--- src/rtl/ldh_pkg.sv ---
// package: constants and types of the lin diagnostic service handler
package ldh_pkg;

  // ==========================================================================
  // frame identifiers (protected form, parity bits included)
  localparam logic [7:0] LDH_PID_REQ     = 8'h3C;
  localparam logic [7:0] LDH_PID_RSP     = 8'h7D;

  // ==========================================================================
  // request and response field values
  localparam logic [7:0] LDH_NAD_WILD    = 8'h7F;
  localparam logic [7:0] LDH_PCI_RBI     = 8'h06;
  localparam logic [7:0] LDH_SID_RBI     = 8'hB2;
  localparam logic [7:0] LDH_RSID_POS    = 8'hF2;
  localparam logic [7:0] LDH_PCI_NEG     = 8'h03;
  localparam logic [7:0] LDH_RSID_NEG    = 8'h7F;
  localparam logic [7:0] LDH_ERR_OOR     = 8'h12;
  localparam logic [7:0] LDH_PAD         = 8'hFF;
  localparam logic [7:0] LDH_PCI_RST     = 8'h01;
  localparam logic [7:0] LDH_SID_RST     = 8'hB5;
  localparam logic [7:0] LDH_SUP_WILD_LO = 8'hFF;
  localparam logic [7:0] LDH_SUP_WILD_HI = 8'h7F;
  localparam logic [7:0] LDH_FUN_WILD    = 8'hFF;

  // ==========================================================================
  // node identifiers inside the virtual node
  localparam logic [7:0] LDH_NID_PRIME   = 8'h00;
  localparam logic [7:0] LDH_NID_A       = 8'h20;
  localparam logic [7:0] LDH_NID_D       = 8'h23;

  // ==========================================================================
  // frame layout and reset values
  localparam int         LDH_DATA_BYTES  = 8;
  localparam logic [3:0] LDH_LAST_IDX    = 4'h8;
  localparam logic [2:0] LDH_ERR_RST     = 3'b000;
  localparam logic [2:0] LDH_ERR_TGT     = 3'b001;
  localparam logic [7:0] LDH_BYTE_RST    = 8'h00;

  // ==========================================================================
  // types
  typedef struct packed {
    logic       valid;
    logic [7:0] pid;
  } ldh_hdr_t;

  typedef struct packed {
    logic       valid;
    logic [7:0] data;
  } ldh_byte_stb_t;

  typedef enum logic [3:0] {
    LDH_S_IDLE = 4'b0001,
    LDH_S_RX   = 4'b0010,
    LDH_S_WAIT = 4'b0100,
    LDH_S_TX   = 4'b1000
  } ldh_state_t;

endpackage : ldh_pkg

--- src/rtl/ldh_checksum.sv ---
// module: classic lin checksum accumulator with end-around carry
`timescale 1ns/1ps
`default_nettype none
module ldh_checksum (
  // clock and reset
  input  wire logic       clk_i,
  input  wire logic       reset_n_i,
  // accumulate control
  input  wire logic       clr_i,
  input  wire logic       add_i,
  input  wire logic [7:0] data_i,
  // results
  output logic      [7:0] chk_o,
  output logic      [7:0] chk_with_o
);
  import ldh_pkg::*;

  logic [7:0] acc_r;
  logic [8:0] sum_w;
  logic [7:0] fold_w;

  // ==========================================================================
  // carry is folded back in, so the sum never loses a wrap
  assign sum_w      = {1'b0, acc_r} + {1'b0, data_i};
  assign fold_w     = sum_w[7:0] + {7'b000_0000, sum_w[8]};
  assign chk_o      = ~acc_r;
  assign chk_with_o = ~fold_w;

  always_ff @(posedge clk_i) begin
    if (!reset_n_i) begin
      acc_r <= LDH_BYTE_RST;
    end else if (clr_i) begin
      acc_r <= LDH_BYTE_RST;
    end else if (add_i) begin
      acc_r <= fold_w;
    end
  end
endmodule : ldh_checksum
`default_nettype wire

--- src/rtl/ldh_service_handler.sv ---
// module: lin node-configuration and diagnostic service handler
//
// Function
// requests arrive in frame id 0x3C
// decode read-by-identifier, length 0x06, service 0xB2
// accept own node address or wildcard 0x7F
// node identifier byte picks replying member
// match supplier/function codes, wildcards always match
// 0x00 prime, 0x20..0x23 members A..D
// prime answers 0x00 or its letter
// positive response: address, 0x06, 0xF2, codes, version
// out of range: prime sends 0x7F negative
// broadcast reset resets node, no response
// recognise targeted reset with padding bytes
// targeted reset switches all outputs off
// targeted reset clears flags two, three; sets one
// respond in 0x3D; classic checksum both ways
// foreign address ignored, slot left silent
`timescale 1ns/1ps
`default_nettype none
module ldh_service_handler #(
  parameter logic [15:0] SUPPLIER_ID  = 16'h1357, // arbitrary value
  parameter logic [15:0] FUNCTION_ID  = 16'h2468, // arbitrary value
  parameter logic [7:0]  SILICON_VER  = 8'h01     // arbitrary value
) (
  // clock and reset
  input  wire logic                   clk_i,
  input  wire logic                   reset_n_i,
  // frame layer receive side
  input  wire ldh_pkg::ldh_hdr_t      hdr_i,
  input  wire ldh_pkg::ldh_byte_stb_t rx_i,
  input  wire logic                   frame_abort_i,
  // frame layer transmit side
  output logic                        tx_valid_o,
  output logic [7:0]                  tx_byte_o,
  input  wire logic                   tx_ready_i,
  // node configuration
  input  wire logic [7:0]             node_address_i,
  input  wire logic                   is_prime_i,
  input  wire logic [1:0]             member_pos_i,
  // error status
  input  wire logic [2:0]             err_set_i,
  output logic [2:0]                  err_flags_o,
  // service effects
  output logic                        outputs_off_o,
  output logic                        node_reset_o,
  output logic                        chk_error_o
);
  import ldh_pkg::*;

  // ==========================================================================
  // decode helpers
  function automatic logic is_pad(input logic [7:0] b);
    is_pad = (b == LDH_PAD);
  endfunction : is_pad

  function automatic logic nid_in_range(input logic [7:0] nid);
    nid_in_range = (nid == LDH_NID_PRIME) || ((nid >= LDH_NID_A) && (nid <= LDH_NID_D));
  endfunction : nid_in_range

  // ==========================================================================
  // storage
  ldh_state_t state_r;
  logic [3:0] rx_cnt_r;
  logic [3:0] tx_cnt_r;
  logic [7:0] req_r  [LDH_DATA_BYTES];
  logic [7:0] resp_r [LDH_DATA_BYTES];
  logic [7:0] resp_nxt [LDH_DATA_BYTES];
  logic [7:0] tx_byte_r;
  logic [2:0] err_r;
  logic       off_r;
  logic       nrst_r;
  logic       chk_err_r;

  logic [7:0] rx_chk;
  logic [7:0] tx_chk_with;
  logic       hdr_req;
  logic       hdr_rsp;
  logic       rx_add;
  logic       frame_done;
  logic       chk_ok;
  logic       tx_fire;
  logic       addr_own;
  logic       addr_ok;
  logic       sup_ok;
  logic       fun_ok;
  logic       rbi_req;
  logic       rst_req;
  logic       rbi_mine;
  logic       rbi_pos;
  logic       rbi_neg;
  logic       tgt_rst;
  logic       bc_rst;
  logic       resp_load;
  logic [7:0] own_nid;

  assign hdr_req    = hdr_i.valid && (hdr_i.pid == LDH_PID_REQ);
  assign hdr_rsp    = hdr_i.valid && (hdr_i.pid == LDH_PID_RSP);
  assign rx_add     = (state_r == LDH_S_RX) && rx_i.valid && (rx_cnt_r < LDH_LAST_IDX);
  assign frame_done = (state_r == LDH_S_RX) && rx_i.valid && (rx_cnt_r == LDH_LAST_IDX);
  assign chk_ok     = (rx_i.data == rx_chk);
  assign tx_fire    = (state_r == LDH_S_TX) && tx_ready_i;

  // ==========================================================================
  // checksums for request and response
  ldh_checksum u_rx_chk (
    .clk_i      (clk_i),
    .reset_n_i  (reset_n_i),
    .clr_i      (hdr_i.valid),
    .add_i      (rx_add),
    .data_i     (rx_i.data),
    .chk_o      (rx_chk),
    .chk_with_o ()
  );

  ldh_checksum u_tx_chk (
    .clk_i      (clk_i),
    .reset_n_i  (reset_n_i),
    .clr_i      (hdr_i.valid),
    .add_i      (tx_fire && (tx_cnt_r < LDH_LAST_IDX)),
    .data_i     (tx_byte_r),
    .chk_o      (),
    .chk_with_o (tx_chk_with)
  );

  // ==========================================================================
  // request decode
  assign addr_own = (req_r[0] == node_address_i);
  assign addr_ok  = addr_own || (req_r[0] == LDH_NAD_WILD);
  assign sup_ok   = ((req_r[4] == SUPPLIER_ID[7:0]) && (req_r[5] == SUPPLIER_ID[15:8]))
                 || ((req_r[4] == LDH_SUP_WILD_LO) && (req_r[5] == LDH_SUP_WILD_HI));
  assign fun_ok   = ((req_r[6] == FUNCTION_ID[7:0]) && (req_r[7] == FUNCTION_ID[15:8]))
                 || ((req_r[6] == LDH_FUN_WILD) && (req_r[7] == LDH_FUN_WILD));
  assign rbi_req  = (req_r[1] == LDH_PCI_RBI) && (req_r[2] == LDH_SID_RBI);
  assign rst_req  = (req_r[1] == LDH_PCI_RST) && (req_r[2] == LDH_SID_RST)
                 && is_pad(req_r[3]) && is_pad(req_r[4]) && is_pad(req_r[5])
                 && is_pad(req_r[6]) && is_pad(req_r[7]);
  assign own_nid  = LDH_NID_A + {6'b00_0000, member_pos_i};
  // a non-prime member never sees 0x00 as its own, so only the prime answers it
  assign rbi_mine = ((req_r[3] == LDH_NID_PRIME) && is_prime_i) || (req_r[3] == own_nid);
  assign rbi_pos  = addr_ok && rbi_req && sup_ok && fun_ok && nid_in_range(req_r[3])
                 && rbi_mine;
  assign rbi_neg  = addr_ok && rbi_req && sup_ok && fun_ok && !nid_in_range(req_r[3])
                 && is_prime_i;
  assign tgt_rst  = addr_own && rst_req;
  assign bc_rst   = (req_r[0] == LDH_NAD_WILD) && rst_req;
  // resets and foreign addresses never load a response
  assign resp_load = frame_done && chk_ok && (rbi_pos || rbi_neg);

  always_comb begin
    for (int i = 0; i < LDH_DATA_BYTES; i++) begin
      resp_nxt[i] = LDH_PAD;
    end
    resp_nxt[0] = node_address_i;
    if (rbi_neg) begin
      resp_nxt[1] = LDH_PCI_NEG;
      resp_nxt[2] = LDH_RSID_NEG;
      resp_nxt[3] = LDH_SID_RBI;
      resp_nxt[4] = LDH_ERR_OOR;
    end else begin
      resp_nxt[1] = LDH_PCI_RBI;
      resp_nxt[2] = LDH_RSID_POS;
      resp_nxt[3] = SUPPLIER_ID[7:0];
      resp_nxt[4] = SUPPLIER_ID[15:8];
      resp_nxt[5] = FUNCTION_ID[7:0];
      resp_nxt[6] = FUNCTION_ID[15:8];
      resp_nxt[7] = SILICON_VER;
    end
  end

  // ==========================================================================
  // frame sequencing; a new header always restarts, so a pending answer
  // is dropped unless the very next header is the response slot
  always_ff @(posedge clk_i) begin
    if (!reset_n_i) begin
      state_r <= LDH_S_IDLE;
    end else if (hdr_i.valid) begin
      if (hdr_req) begin
        state_r <= LDH_S_RX;
      end else if (hdr_rsp && (state_r == LDH_S_WAIT)) begin
        state_r <= LDH_S_TX;
      end else begin
        state_r <= LDH_S_IDLE;
      end
    end else if (frame_abort_i) begin
      state_r <= LDH_S_IDLE;
    end else begin
      case (state_r)
        LDH_S_IDLE: state_r <= LDH_S_IDLE;
        LDH_S_RX: begin
          if (frame_done) begin
            state_r <= resp_load ? LDH_S_WAIT : LDH_S_IDLE;
          end
        end
        LDH_S_WAIT: state_r <= LDH_S_WAIT;
        LDH_S_TX: begin
          if (tx_fire && (tx_cnt_r == LDH_LAST_IDX)) begin
            state_r <= LDH_S_IDLE;
          end
        end
        default: state_r <= LDH_S_IDLE;
      endcase
    end
  end

  // ==========================================================================
  // request capture
  always_ff @(posedge clk_i) begin
    if (!reset_n_i) begin
      rx_cnt_r <= 4'h0;
    end else if (hdr_i.valid) begin
      rx_cnt_r <= 4'h0;
    end else if (rx_add) begin
      rx_cnt_r <= rx_cnt_r + 4'h1;
    end
  end

  generate
    for (genvar g = 0; g < LDH_DATA_BYTES; g++) begin : g_req
      always_ff @(posedge clk_i) begin
        if (!reset_n_i) begin
          req_r[g]  <= LDH_BYTE_RST;
          resp_r[g] <= LDH_BYTE_RST;
        end else begin
          if (rx_add && (rx_cnt_r == 4'(g))) begin
            req_r[g] <= rx_i.data;
          end
          if (resp_load) begin
            resp_r[g] <= resp_nxt[g];
          end
        end
      end
    end
  endgenerate

  // ==========================================================================
  // response transmit
  always_ff @(posedge clk_i) begin
    if (!reset_n_i) begin
      tx_cnt_r  <= 4'h0;
      tx_byte_r <= LDH_BYTE_RST;
    end else if (hdr_rsp && (state_r == LDH_S_WAIT)) begin
      tx_cnt_r  <= 4'h0;
      tx_byte_r <= resp_r[0];
    end else if (tx_fire && (tx_cnt_r < LDH_LAST_IDX)) begin
      tx_cnt_r  <= tx_cnt_r + 4'h1;
      tx_byte_r <= (tx_cnt_r == (LDH_LAST_IDX - 4'h1)) ? tx_chk_with
                                                       : resp_r[3'(tx_cnt_r + 4'h1)];
    end
  end

  assign tx_valid_o = (state_r == LDH_S_TX);
  assign tx_byte_o  = tx_byte_r;

  // ==========================================================================
  // reset services and error status; a fresh error event wins over the clear
  always_ff @(posedge clk_i) begin
    if (!reset_n_i) begin
      off_r     <= 1'b0;
      nrst_r    <= 1'b0;
      chk_err_r <= 1'b0;
    end else begin
      off_r     <= frame_done && chk_ok && tgt_rst;
      nrst_r    <= frame_done && chk_ok && bc_rst;
      chk_err_r <= frame_done && !chk_ok;
    end
  end

  always_ff @(posedge clk_i) begin
    if (!reset_n_i) begin
      err_r <= LDH_ERR_RST;
    end else if (frame_done && chk_ok && tgt_rst) begin
      err_r <= LDH_ERR_TGT | {err_set_i[2:1], 1'b0};
    end else begin
      err_r <= err_r | err_set_i;
    end
  end

  assign outputs_off_o = off_r;
  assign node_reset_o  = nrst_r;
  assign chk_error_o   = chk_err_r;
  assign err_flags_o   = err_r;
endmodule : ldh_service_handler
`default_nettype wire

--- config.mk ---
export PLATFORM = sky130hd
export DESIGN_NAME = ldh_service_handler
export DESIGN_NICKNAME = d
export VERILOG_FILES = /design/src/rtl/ldh_pkg.sv /design/src/rtl/ldh_checksum.sv /design/src/rtl/ldh_service_handler.sv
export SDC_FILE = /design/constraint.sdc
export NUM_CORES = 1
export LEC_CHECK = 0
export BUFFER_PORTS_ARGS = -buffer_cell sky130_fd_sc_hd__clkbuf_2
export CORE_MARGIN = 1.5
export CORE_UTILIZATION = 49
export DETAILED_ROUTE_END_ITERATION = 16
export HOLD_SLACK_MARGIN = 0.02
export MAX_ROUTING_LAYER = met4
export PLACE_DENSITY = 0.7
export SLEW_MARGIN = 0
export SYNTH_ARGS = -nofsm -noshare
export SYNTH_HDL_FRONTEND = slang
export SYNTH_HIERARCHICAL = 1
export SYNTH_SLANG_ARGS = --single-unit
--- constraint.sdc ---
create_clock -name clk_i -period 2.7 [get_ports clk_i]
set_input_delay 0 -clock clk_i [delete_from_list [all_inputs] [get_ports clk_i]]
set_output_delay 0 -clock clk_i [all_outputs]
set_load 0.02 [all_outputs]
# --- Word-level counts from Yosys, hierarchy flattened ---
# Memories as Yosys holds them, arrays and structs flattened.
# Cells that the tools add are included.
word_totals:
  input_bits: 36
  memories: 2
  ram_bits: 128
  output_inout_bits: 15
  ff_bits: 42
mem_list:
  columns: ["memory", "words", "word_bits", "read_ports", "rd_clocked_by_memory_dff", "write_ports", "line_no", "rtl"]
  rows:
  - ["req_r", 8, 8, 8, 0, 8, "ldh_service_handler.sv:66", "logic [7:0] req_r [LDH_DATA_BYTES];"]
  - ["resp_r", 8, 8, 2, 0, 8, "ldh_service_handler.sv:67", "logic [7:0] resp_r [LDH_DATA_BYTES];"]
classes:
  magnitude_cmp: 4
  n_addsub: 7
  muxes: 58
  n_reduce_logical: 58
  eq_ne: 35
  n_bitwise: 20
op_table:
  columns: ["op", "count"]
  rows:
  - ["$mux W8", 19]
  - ["$eq A8 B8 Y1 const B", 7]
  - ["$logic_and A1 B1 Y1", 44]
  - ["$eq A8 B7 Y1 const B", 5]
  - ["$mux W1", 28]
  - ["$mux W27", 1]
  - ["$eq A4 B3 Y1 const B", 6]
  - ["$mux W24", 1]
  - ["$mux W4", 6]
  - ["$add A8 B8 Y9", 2]
  - ["$add A8 B1 Y8", 2]
  - ["$eq A8 B6 Y1 const B", 2]
  - ["$eq A8 B8 Y1", 2]
  - ["$not A8 Y8", 2]
  - ["$or A1 B1 Y1", 16]
  - ["$eq A4 B2 Y1 const B", 3]
  - ["$eq A4 B4 Y1 const B", 3]
  - ["$pmux W4 S3", 1]
  - ["$add A4 B1 Y4 const B", 2]
  - ["$eq A8 B1 Y1 const B", 1]
  - ["$eq A8 B3 Y1 const B", 1]
  - ["$eq A8 B5 Y1 const B", 1]
  - ["$eq A8 B7 Y1", 1]
  - ["$ge A8 B6 Y1 const B", 1]
  - ["16 further kinds", 25]

# --- Depth between registers and ports, before layout ---
# Gate-level depths: netlist of run 1.
# An unclocked memory read counts as a cell.
depth:
  depth_word: 15
  ltp_mapped: 16
  depth_no_buf: 16

# --- By module ---
# Netlist of run 1, hierarchy kept.
modules_own_cells:
  columns: ["module", "area_per_inst_um2", "instances", "seq_area_each_um2", "cells_per_inst"]
  rows:
  - ["ldh_service_handler", 5109.9, 1, 2822.7, 449]
  - ["ldh_checksum (u_rx_chk)", 795.8, 1, 160.2, 91]
  - ["ldh_checksum (u_tx_chk)", 773.2, 1, 160.2, 94]

# --- Worst setup path after synthesis of run 1 ---
# Ideal clock, no wire load.
synth_timing:
  path_kind: "reg-to-reg"
  start: "reg tx_byte_r[0], in the netlist tx_byte_o[0]"
  end: "reg tx_byte_r[6], in the netlist tx_byte_o[6]"
  t_arrival_ns: 2.971
  n_path_buf: 0
  slack_ns: -0.403
  synth_period_minus_slack_ns: 3.103
  path_stages_with_launch: 16
  setup_ns: 0.131
  path_cell_list: "dfxtp_1 -> ha_1 -> fa_1 -> a211oi_1 -> o21bai_1 -> a21oi_1 -> nor2b_1 -> o21ai_0 -> nand2b_1 -> ha_1 -> ha_1 -> and3_1 -> a31o_2 -> and2_1 -> o211ai_1 -> a21oi_1"
synth_between:
  elab_chain_len: 6
synth_lines:
  columns: ["element", "line_no", "rtl"]
  rows:
  - ["from (decl)", "ldh_service_handler.sv:69", "logic [7:0] tx_byte_r;"]
  - ["from (signal assigned)", "ldh_service_handler.sv:244", "tx_byte_r <= resp_r[0];"]
  - ["from (signal assigned)", "ldh_service_handler.sv:247", "tx_byte_r <= (tx_cnt_r == (LDH_LAST_IDX - 4'h1)) ? tx_chk_with"]
  - ["$add A8 B8 Y9", "ldh_checksum.sv:24", "assign sum_w = {1'b0, acc_r} + {1'b0, data_i};"]
  - ["$add A8 B1 Y8", "ldh_checksum.sv:25", "assign fold_w = sum_w[7:0] + {7'b000_0000, sum_w[8]};"]
  - ["$not A8 Y8", "ldh_checksum.sv:27", "assign chk_with_o = ~fold_w;"]
  - ["net tx_chk_with[6]", "ldh_service_handler.sv:76", "logic [7:0] tx_chk_with;"]
  - ["$mux W8", "ldh_service_handler.sv:247", null]
  - ["$mux W8", "ldh_service_handler.sv:245", "end else if (tx_fire && (tx_cnt_r < LDH_LAST_IDX)) begin"]
  - ["$mux W8", "ldh_service_handler.sv:242", "end else if (hdr_rsp && (state_r == LDH_S_WAIT)) begin"]
# The timed path passes the listed nets, and every way through them passes these cells. The select of a mux whose other input is x is not followed.
# A chain may end at the register's enable or synchronous reset.

# --- Worst setup path in the final report of run 1 ---
# Ends and elaborated chain as after synthesis.

==> out/qor.csv, run 1 <==
stage,metric,value,unit
outcome,outcome,finished with violations,
outcome,violations,negative setup slack,
power_and_ir_drop,power,4250,uW
power_and_ir_drop,p_sw,950,uW
hold_path,min_path_cells,5,
timing,slew_headroom,0.469,
timing,fin_crit_sh,1.07,
cells_and_area,final_common_cell,edfxtp_1,
hold_path,hold_class,in -> reg,
critical_path,cpPeakStageDelay,0.37,ns
floorplanning,initial_utilization,0.501,
grt,gr-total-overflow,0,
timing,final_max_slew_viol_count,0,
routing,vias,5303,
power_and_ir_drop,combPwrFrac,0.056,
cells_and_area,nFillCells,1051,
power_and_ir_drop,pwr-share-clk,0.474,
routing,drc,0,
hold_path,worstHoldStart,rx_i[8],
job,drv_cap,0,
synthesis,syn_area,6630,um^2
cells_and_area,most-common-layout-cells,"edfxtp_1, and2_1, clkbuf_2, buf_4, dfxtp_1",
clock_tree,cts_max_level,4,
place,io_buffers,50,
cells_and_area,drive_gt1_frac,0.253,
synthesis,yosys_warnings,6,
routing,wire_per_inst,17.9,um
floorplanning,die_y,119,um
power_and_ir_drop,cellInternalPower,3300,uW
place,hpwl,11.6,mm
critical_path,cp-end-kind,register,
routing,first_pass_iters,5,
critical_path,cp.arrival,3.18,ns
floorplanning,die_w,119,um
critical_path,start_kind,register,
critical_path,rr_startpoint,tx_byte_o[0],
floorplanning,fp.coreArea,13200,um^2
critical_path,reg2regPathDepth,15,
critical_path,crit_slowest_cell,fa_2,
power_and_ir_drop,p_seq_frac,0.471,
routing,first_iter_violations,471,
critical_path,r2r-end,tx_byte_o[6],
cells_and_area,final_net_count,807,
critical_path,crit_type,reg -> reg,
synthesis,syn_nets,687,
floorplanning,dieArea,14200,um^2
critical_path,crit_chain,"ha_4, fa_2, a211oi_2, o21bai_1, a21oi_1, nor2b_1, o21ai_1, nand2b_1, ha_2, ha_4, and3_4, a31o_4, and2_4, o211ai_1, a21oi_1",
power_and_ir_drop,powerDensity,512,nW/um^2
grt,grt_pass1_wl,26.8,mm
timing,post-route-min-period,2.90,ns
grt,grt_pass1_vias,5467,
timing,timing.final.ws_setup,-0.201,ns
routing,drt-vias-per-instance,5.69,
cells_and_area,final_core_util,0.627,
critical_path,critical_path.max_fanout,2,
grt,antenna_found_initial,0,
timing,setup_viol,5,
grt,grt.total_usage,0.250,
clock_tree,clock_path_buffers,2,
timing,rsz0062_at_grt,yes,
grt,grt_max_degree,27,
clock_tree,clock_sinks,119,
clock_tree,cts_root_buf,clkbuf_16,
cells_and_area,area.sequential,3150,um^2
critical_path,critPathBufInv,0,
clock_tree,insertion_delay,0.42,ns
cells_and_area,diodes,0,
clock_tree,numCtsBuffers,17,
timing,worstMarginPinSlew,0.777,ns
cells_and_area,syn_to_final_growth,25.3,%
cells_and_area,multiInputGateArea,3480,um^2
power_and_ir_drop,power.leakage,0.00318,uW
clock_tree,clkTransAtPathRegs,0.05,ns
timing,max_freq,345,MHz
critical_path,critPathRequiredTime,2.98,ns
routing,drtAntennaViolNets,0,
hold_path,min_to,rx_cnt_r[3],
clock_tree,cts_tree,done,
routing,wirelength,16.7,mm
floorplanning,num_rows,42,
critical_path,critical-path-top-delay-family,compound AO/OA/AOI/OAI gates,
timing,setup-tns-final,-0.580,ns
critical_path,rrSetupSlack,-0.20,ns
power_and_ir_drop,worst_ir_drop_vdd,0.464,mV
synthesis,syn_inst,623,
power_and_ir_drop,sw_frac_of_total,0.223,
floorplanning,ios,51,
timing,hold_violations,0,
synthesis,avgSynthCellArea,10.6,um^2
place,gp_congestion,0.896,
timing,fin_skew,0.0107,ns
worst max-delay path by stage:
stage / from / end / slack (ns) / cells past startpoint
floorplan: tx_byte_o[0] / tx_byte_o[6] / -0.07 / 15
global placement: tx_byte_o[0] / tx_byte_o[7] / -0.05 / 16
detailed placement: u_tx_chk/acc_r[0] / tx_byte_o[6] / -0.16 / 15
CTS: tx_byte_o[0] / tx_byte_o[6] / -0.19 / 15
global route: tx_byte_o[0] / tx_byte_o[5] / -0.32 / 16
finish: tx_byte_o[0] / tx_byte_o[6] / -0.20 / 15
power by group through the flow:
stage | Combinational, uW | Clock [uW] | Sequential, uW
global route | 256 | 2110 | 2010
CTS | 231 | 2030 | 2000
detailed placement | 212 | 0 | 2040
floorplan | 100 | 0 | 2030
finish | 236 | 2020 | 2000
global placement | 204 | 0 | 2040
final cells by class:
| type | count | share of cell area |
|---|---|---|
| flip-flops and latches | 119 | 0.379 |
| clock inverters | 14 | 0.0110 |
| inverters | 37 | 0.0167 |
| clock buffers | 18 | 0.0517 |
| repair buffers | 117 | 0.0959 |
| well taps | 176 | 0.0265 |
| multi-input cells | 451 | 0.419 |
flip-flops by register name (all words and copies together), names as in the netlist:
register,cells
resp_r,13
u_tx_chk/acc_r,8
req_r,64
tx_cnt_r,4
node_reset_o,1
err_flags_o,3
rx_cnt_r,4
outputs_off_o,1
tx_byte_o,8
chk_error_o,1
u_rx_chk/acc_r,8
state_r,4
what timing repair did:
item / CTS / global route
endpoints found under the setup margin: 11 / 16
resized for setup: 7 / 23
pin swaps: 6 / 14
buffers inserted: 2 / 4
hold buffers: 16 / 0
endpoints found under the hold margin: 19 / 0
worst register-to-register path: stages (launching register included):
cell	delay, ns
dfxtp_4	0.34
ha_4	0.16
fa_2	0.37
a211oi_2	0.20
o21bai_1	0.09
a21oi_1	0.17
nor2b_1	0.07
o21ai_1	0.13
nand2b_1	0.08
ha_2	0.20
ha_4	0.16
and3_4	0.15
a31o_4	0.24
and2_4	0.13
o211ai_1	0.18
a21oi_1	0.11
through the flow:
stage	hold WS, ns	instances	instance area [um^2]	setup slack [ns]
after floorplan	0.113	623	6680	-0.0664
after global placement	0.202	879	7420	-0.0467
after detailed placement	0.220	879	7420	-0.160
after CTS	0.0537	929	8140	-0.192
after global routing	0.0910	932	8310	-0.323
final	0.0652	932	8310	-0.201
routing by layer:
metal / vias to the layer above / wire (um) / global-route usage
li1: 2545 / - / -
met2: 149 / 8470 / 0.431
met4: 0 / 299 / 0.0841
met1: 2581 / 7070 / 0.294
met5: - / 0 / -
met3: 28 / 822 / 0.0512
Power figures use the tool's default switching activity.
==> run 2, diff against run 1 <==
--- a/config.mk
+++ b/config.mk
@@ -12,6 +12,7 @@
 export HOLD_SLACK_MARGIN = 0.02
 export MAX_ROUTING_LAYER = met4
 export PLACE_DENSITY = 0.7
+export SKIP_LAST_GASP = 1
 export SLEW_MARGIN = 0
 export SYNTH_ARGS = -nofsm -noshare
 export SYNTH_HDL_FRONTEND = slang
==> run 2 against run 1 <==
Against the previous run:
- via count rose by 0.30%
- sequential share of layout area is 0.22 points higher
- power about the same
- the flow still finishes with violations (negative setup slack)
- largest cell class unchanged
- worst hold slack worse by 0.0046 ns
- critical path type unchanged
- register-to-register slack worse by 0.06 ns
==> out/qor.csv, run 2 (same netlist as run 1, synthesis figures left out) <==
stage,metric,value,unit,change
power_and_ir_drop,p_seq_frac,0.471,,about the same
critical_path,start_kind,register,,unchanged
power_and_ir_drop,worst_ir_drop_vdd,0.459,mV,was 0.464 mV
power_and_ir_drop,sw_frac_of_total,0.223,,about the same
cells_and_area,final_net_count,807,,unchanged
timing,fin_crit_sh,1.10,,was 1.07
cells_and_area,diodes,0,,unchanged
floorplanning,dieArea,14200,um^2,unchanged
clock_tree,clock_path_buffers,2,,unchanged
cells_and_area,drive_gt1_frac,0.245,,was 0.253
routing,first_pass_iters,5,,unchanged
power_and_ir_drop,power.leakage,0.00316,uW,was 0.00318 uW
place,dp.cells,879,,unchanged
grt,grt.total_usage,0.250,,about the same
grt,grt_max_degree,27,,unchanged
cells_and_area,final_common_cell,edfxtp_1,,unchanged
critical_path,critical-path-top-delay-family,compound AO/OA/AOI/OAI gates,,unchanged
place,io_buffers,50,,unchanged
critical_path,reg2regPathDepth,13,,was 15
job,drv_cap,0,,unchanged
power_and_ir_drop,pwr-share-clk,0.474,,about the same
grt,gr-total-overflow,0,,unchanged
cells_and_area,area.sequential,3150,um^2,unchanged
power_and_ir_drop,p_sw,949,uW,was 950 uW
routing,first_iter_violations,452,,was 471
outcome,violations,negative setup slack,,unchanged
floorplanning,ios,51,,unchanged
critical_path,cp.arrival,3.27,ns,was 3.18 ns
timing,max_freq,338,MHz,was 345 MHz
critical_path,cp.depth,13,,was 15
critical_path,crit_slowest_cell,fa_2,,unchanged
routing,drc,0,,unchanged
grt,grt_pass1_wl,26.8,mm,about the same
critical_path,critical_path.max_fanout,4,,was 2
critical_path,crit_type,reg -> reg,,unchanged
clock_tree,clkTransAtPathRegs,0.06,ns,was 0.05 ns
routing,vias,5319,,was 5303
timing,slew_headroom,0.422,,was 0.469
critical_path,cpMostUsedCell,buf_4,,
critical_path,rrSetupSlack,-0.26,ns,was -0.20 ns
critical_path,critPathBufInv,3,,was 0
routing,wirelength,16.6,mm,was 16.7 mm
critical_path,cp-end-kind,register,,unchanged
cells_and_area,instances_no_fill,932,,unchanged
routing,wire_per_inst,17.8,um,was 17.9 um
critical_path,rr_startpoint,tx_byte_o[0],,unchanged
outcome,outcome,finished with violations,,unchanged
clock_tree,numCtsBuffers,17,,unchanged
routing,drt-vias-per-instance,5.71,,was 5.69
floorplanning,num_rows,42,,unchanged
critical_path,crit_chain,"ha_4, fa_2, buf_4, buf_4, a21o_1, a21oi_1, xnor2_1, nand3_2, buf_4, xnor2_1, o22ai_1, nor3_2, o21a_1",,"was ha_4, fa_2, a211oi_2, o21bai_1, a21oi_1, nor2b_1, o21ai_1, nand2b_1, ha_2, ha_4, and3_4, a31o_4, and2_4, o211ai_1, a21oi_1"
critical_path,r2r-end,tx_byte_o[5],,was tx_byte_o[6]
timing,setup-tns-final,-0.885,ns,was -0.580 ns
clock_tree,cts_tree,done,,unchanged
timing,rsz0062_at_grt,yes,,unchanged
timing,worstMarginPinSlew,0.846,ns,was 0.777 ns
cells_and_area,most-common-layout-cells,"edfxtp_1, and2_1, clkbuf_2, buf_4, dfxtp_1",,unchanged
clock_tree,insertion_delay,0.41,ns,was 0.42 ns
critical_path,crit_start,tx_byte_o[0],,unchanged
grt,antenna_found_initial,0,,unchanged
critical_path,cpPeakStageDelay,0.37,ns,about the same
cells_and_area,syn_to_final_growth,24.6,%,was 25.3%
floorplanning,die_w,119,um,unchanged
timing,final_max_slew_viol_count,0,,unchanged
critical_path,endpoint,tx_byte_o[5],,was tx_byte_o[6]
clock_tree,cts_max_level,4,,unchanged
critical_path,critPathRequiredTime,3.01,ns,was 2.98 ns
power_and_ir_drop,combPwrFrac,0.056,,about the same
place,gp_congestion,0.896,,unchanged
cells_and_area,reg_top3,"req_r (64), resp_r (13)",,unchanged
routing,drtAntennaViolNets,0,,unchanged
timing,fin_skew,0.0121,ns,was 0.0107 ns
cells_and_area,nFillCells,1056,,was 1051
timing,post-route-min-period,2.96,ns,was 2.90 ns
cells_and_area,largest_reg_flops,64,,unchanged
cells_and_area,multiInputGateArea,3440,um^2,was 3480 um^2
floorplanning,die_y,119,um,unchanged
place,place_ws,-0.160,ns,unchanged
floorplanning,fp.coreArea,13200,um^2,unchanged
timing,setup_viol,7,,was 5
timing,timing.final.ws_setup,-0.261,ns,was -0.201 ns
hold_path,hold_class,in -> reg,,unchanged
place,hpwl,11.6,mm,unchanged
grt,grt_pass1_vias,5468,,was 5467
power_and_ir_drop,powerDensity,515,nW/um^2,was 512 nW/um^2
floorplanning,initial_utilization,0.501,,unchanged
timing,hold_violations,0,,unchanged
power_and_ir_drop,cellInternalPower,3300,uW,about the same
clock_tree,cts_root_buf,clkbuf_16,,unchanged
cells_and_area,largest-register,req_r,,unchanged
clock_tree,clock_sinks,119,,unchanged
-- run 2: cell counts in the layout (fill, tap and decap cells not counted) --
Identical to the previous run, type by type.
-- run 2: worst min-delay path by stage --
stage,from,to,slack [ns],cells after the start
2_1_floorplan,err_set_i[1],err_flags_o[1],0.11,2
3_3_place_gp,err_set_i[2],err_flags_o[2],0.20,3
3_5_place_dp,err_set_i[1],err_flags_o[1],0.22,3
4_1_cts,rx_i[8],rx_cnt_r[3],0.05,5
5_1_grt,rx_i[8],rx_cnt_r[3],0.09,5
6_report,rx_i[8],rx_cnt_r[3],0.06,5
-- run 2: final cells by class --
| type | count | area share |
|---|---|---|
| clock buffer | 18 | 0.0520 |
| inverter | 37 | 0.0168 |
| tap | 176 | 0.0267 |
| clock inverter | 14 | 0.0111 |
| sequential | 119 | 0.381 |
| timing repair buffer | 117 | 0.0965 |
| multi-input combinational | 451 | 0.416 |
-- run 2: metrics by stage --
step	hold slack [ns]	total power [uW]	util	instance area (um^2)
after floorplan	0.113	2130	-	6680
after global placement	0.202	2240	0.560	7420
after detailed placement	0.220	2250	0.560	7420
after CTS	0.0537	4260	0.614	8140
after global routing	0.0910	4370	0.624	8260
final	0.0606	4250	0.624	8260
-- run 2: worst min-delay path: cells and delay by family --
family	cells	cell delay [ns]
buffers and inverters	1	0.11
AO/OA/AOI/OAI	1	0.15
AND/OR/NAND/NOR	3	0.16
-- run 2: what timing repair did --
action                                  4_1_cts  5_1_grt
endpoints found under the setup margin       11       15
pin swaps                                     6       14
hold buffers                                 16        0
setup buffers                                 2        4
endpoints found under the hold margin        19        0
resized for setup                             6       17
-- run 2: per-layer routing --
metal,vias to the layer above,part of all wire,routed length [um],global-route usage
met5,-,0,0,-
met4,0,0.019,312,0.0841
met3,30,0.049,819,0.0512
met2,167,0.51,8440,0.431
met1,2582,0.42,7060,0.294
li1,2540,-,-,-
-- run 2: power by group through the flow --
stage                     Sequential, uW  Combinational [uW]  Clock, uW
final                               2000                 236       2010
after global routing                2010                 255       2110
after CTS                           2000                 231       2030
after detailed placement            2040                 212          0
after global placement              2040                 204          0
after floorplan                     2030                 100          0
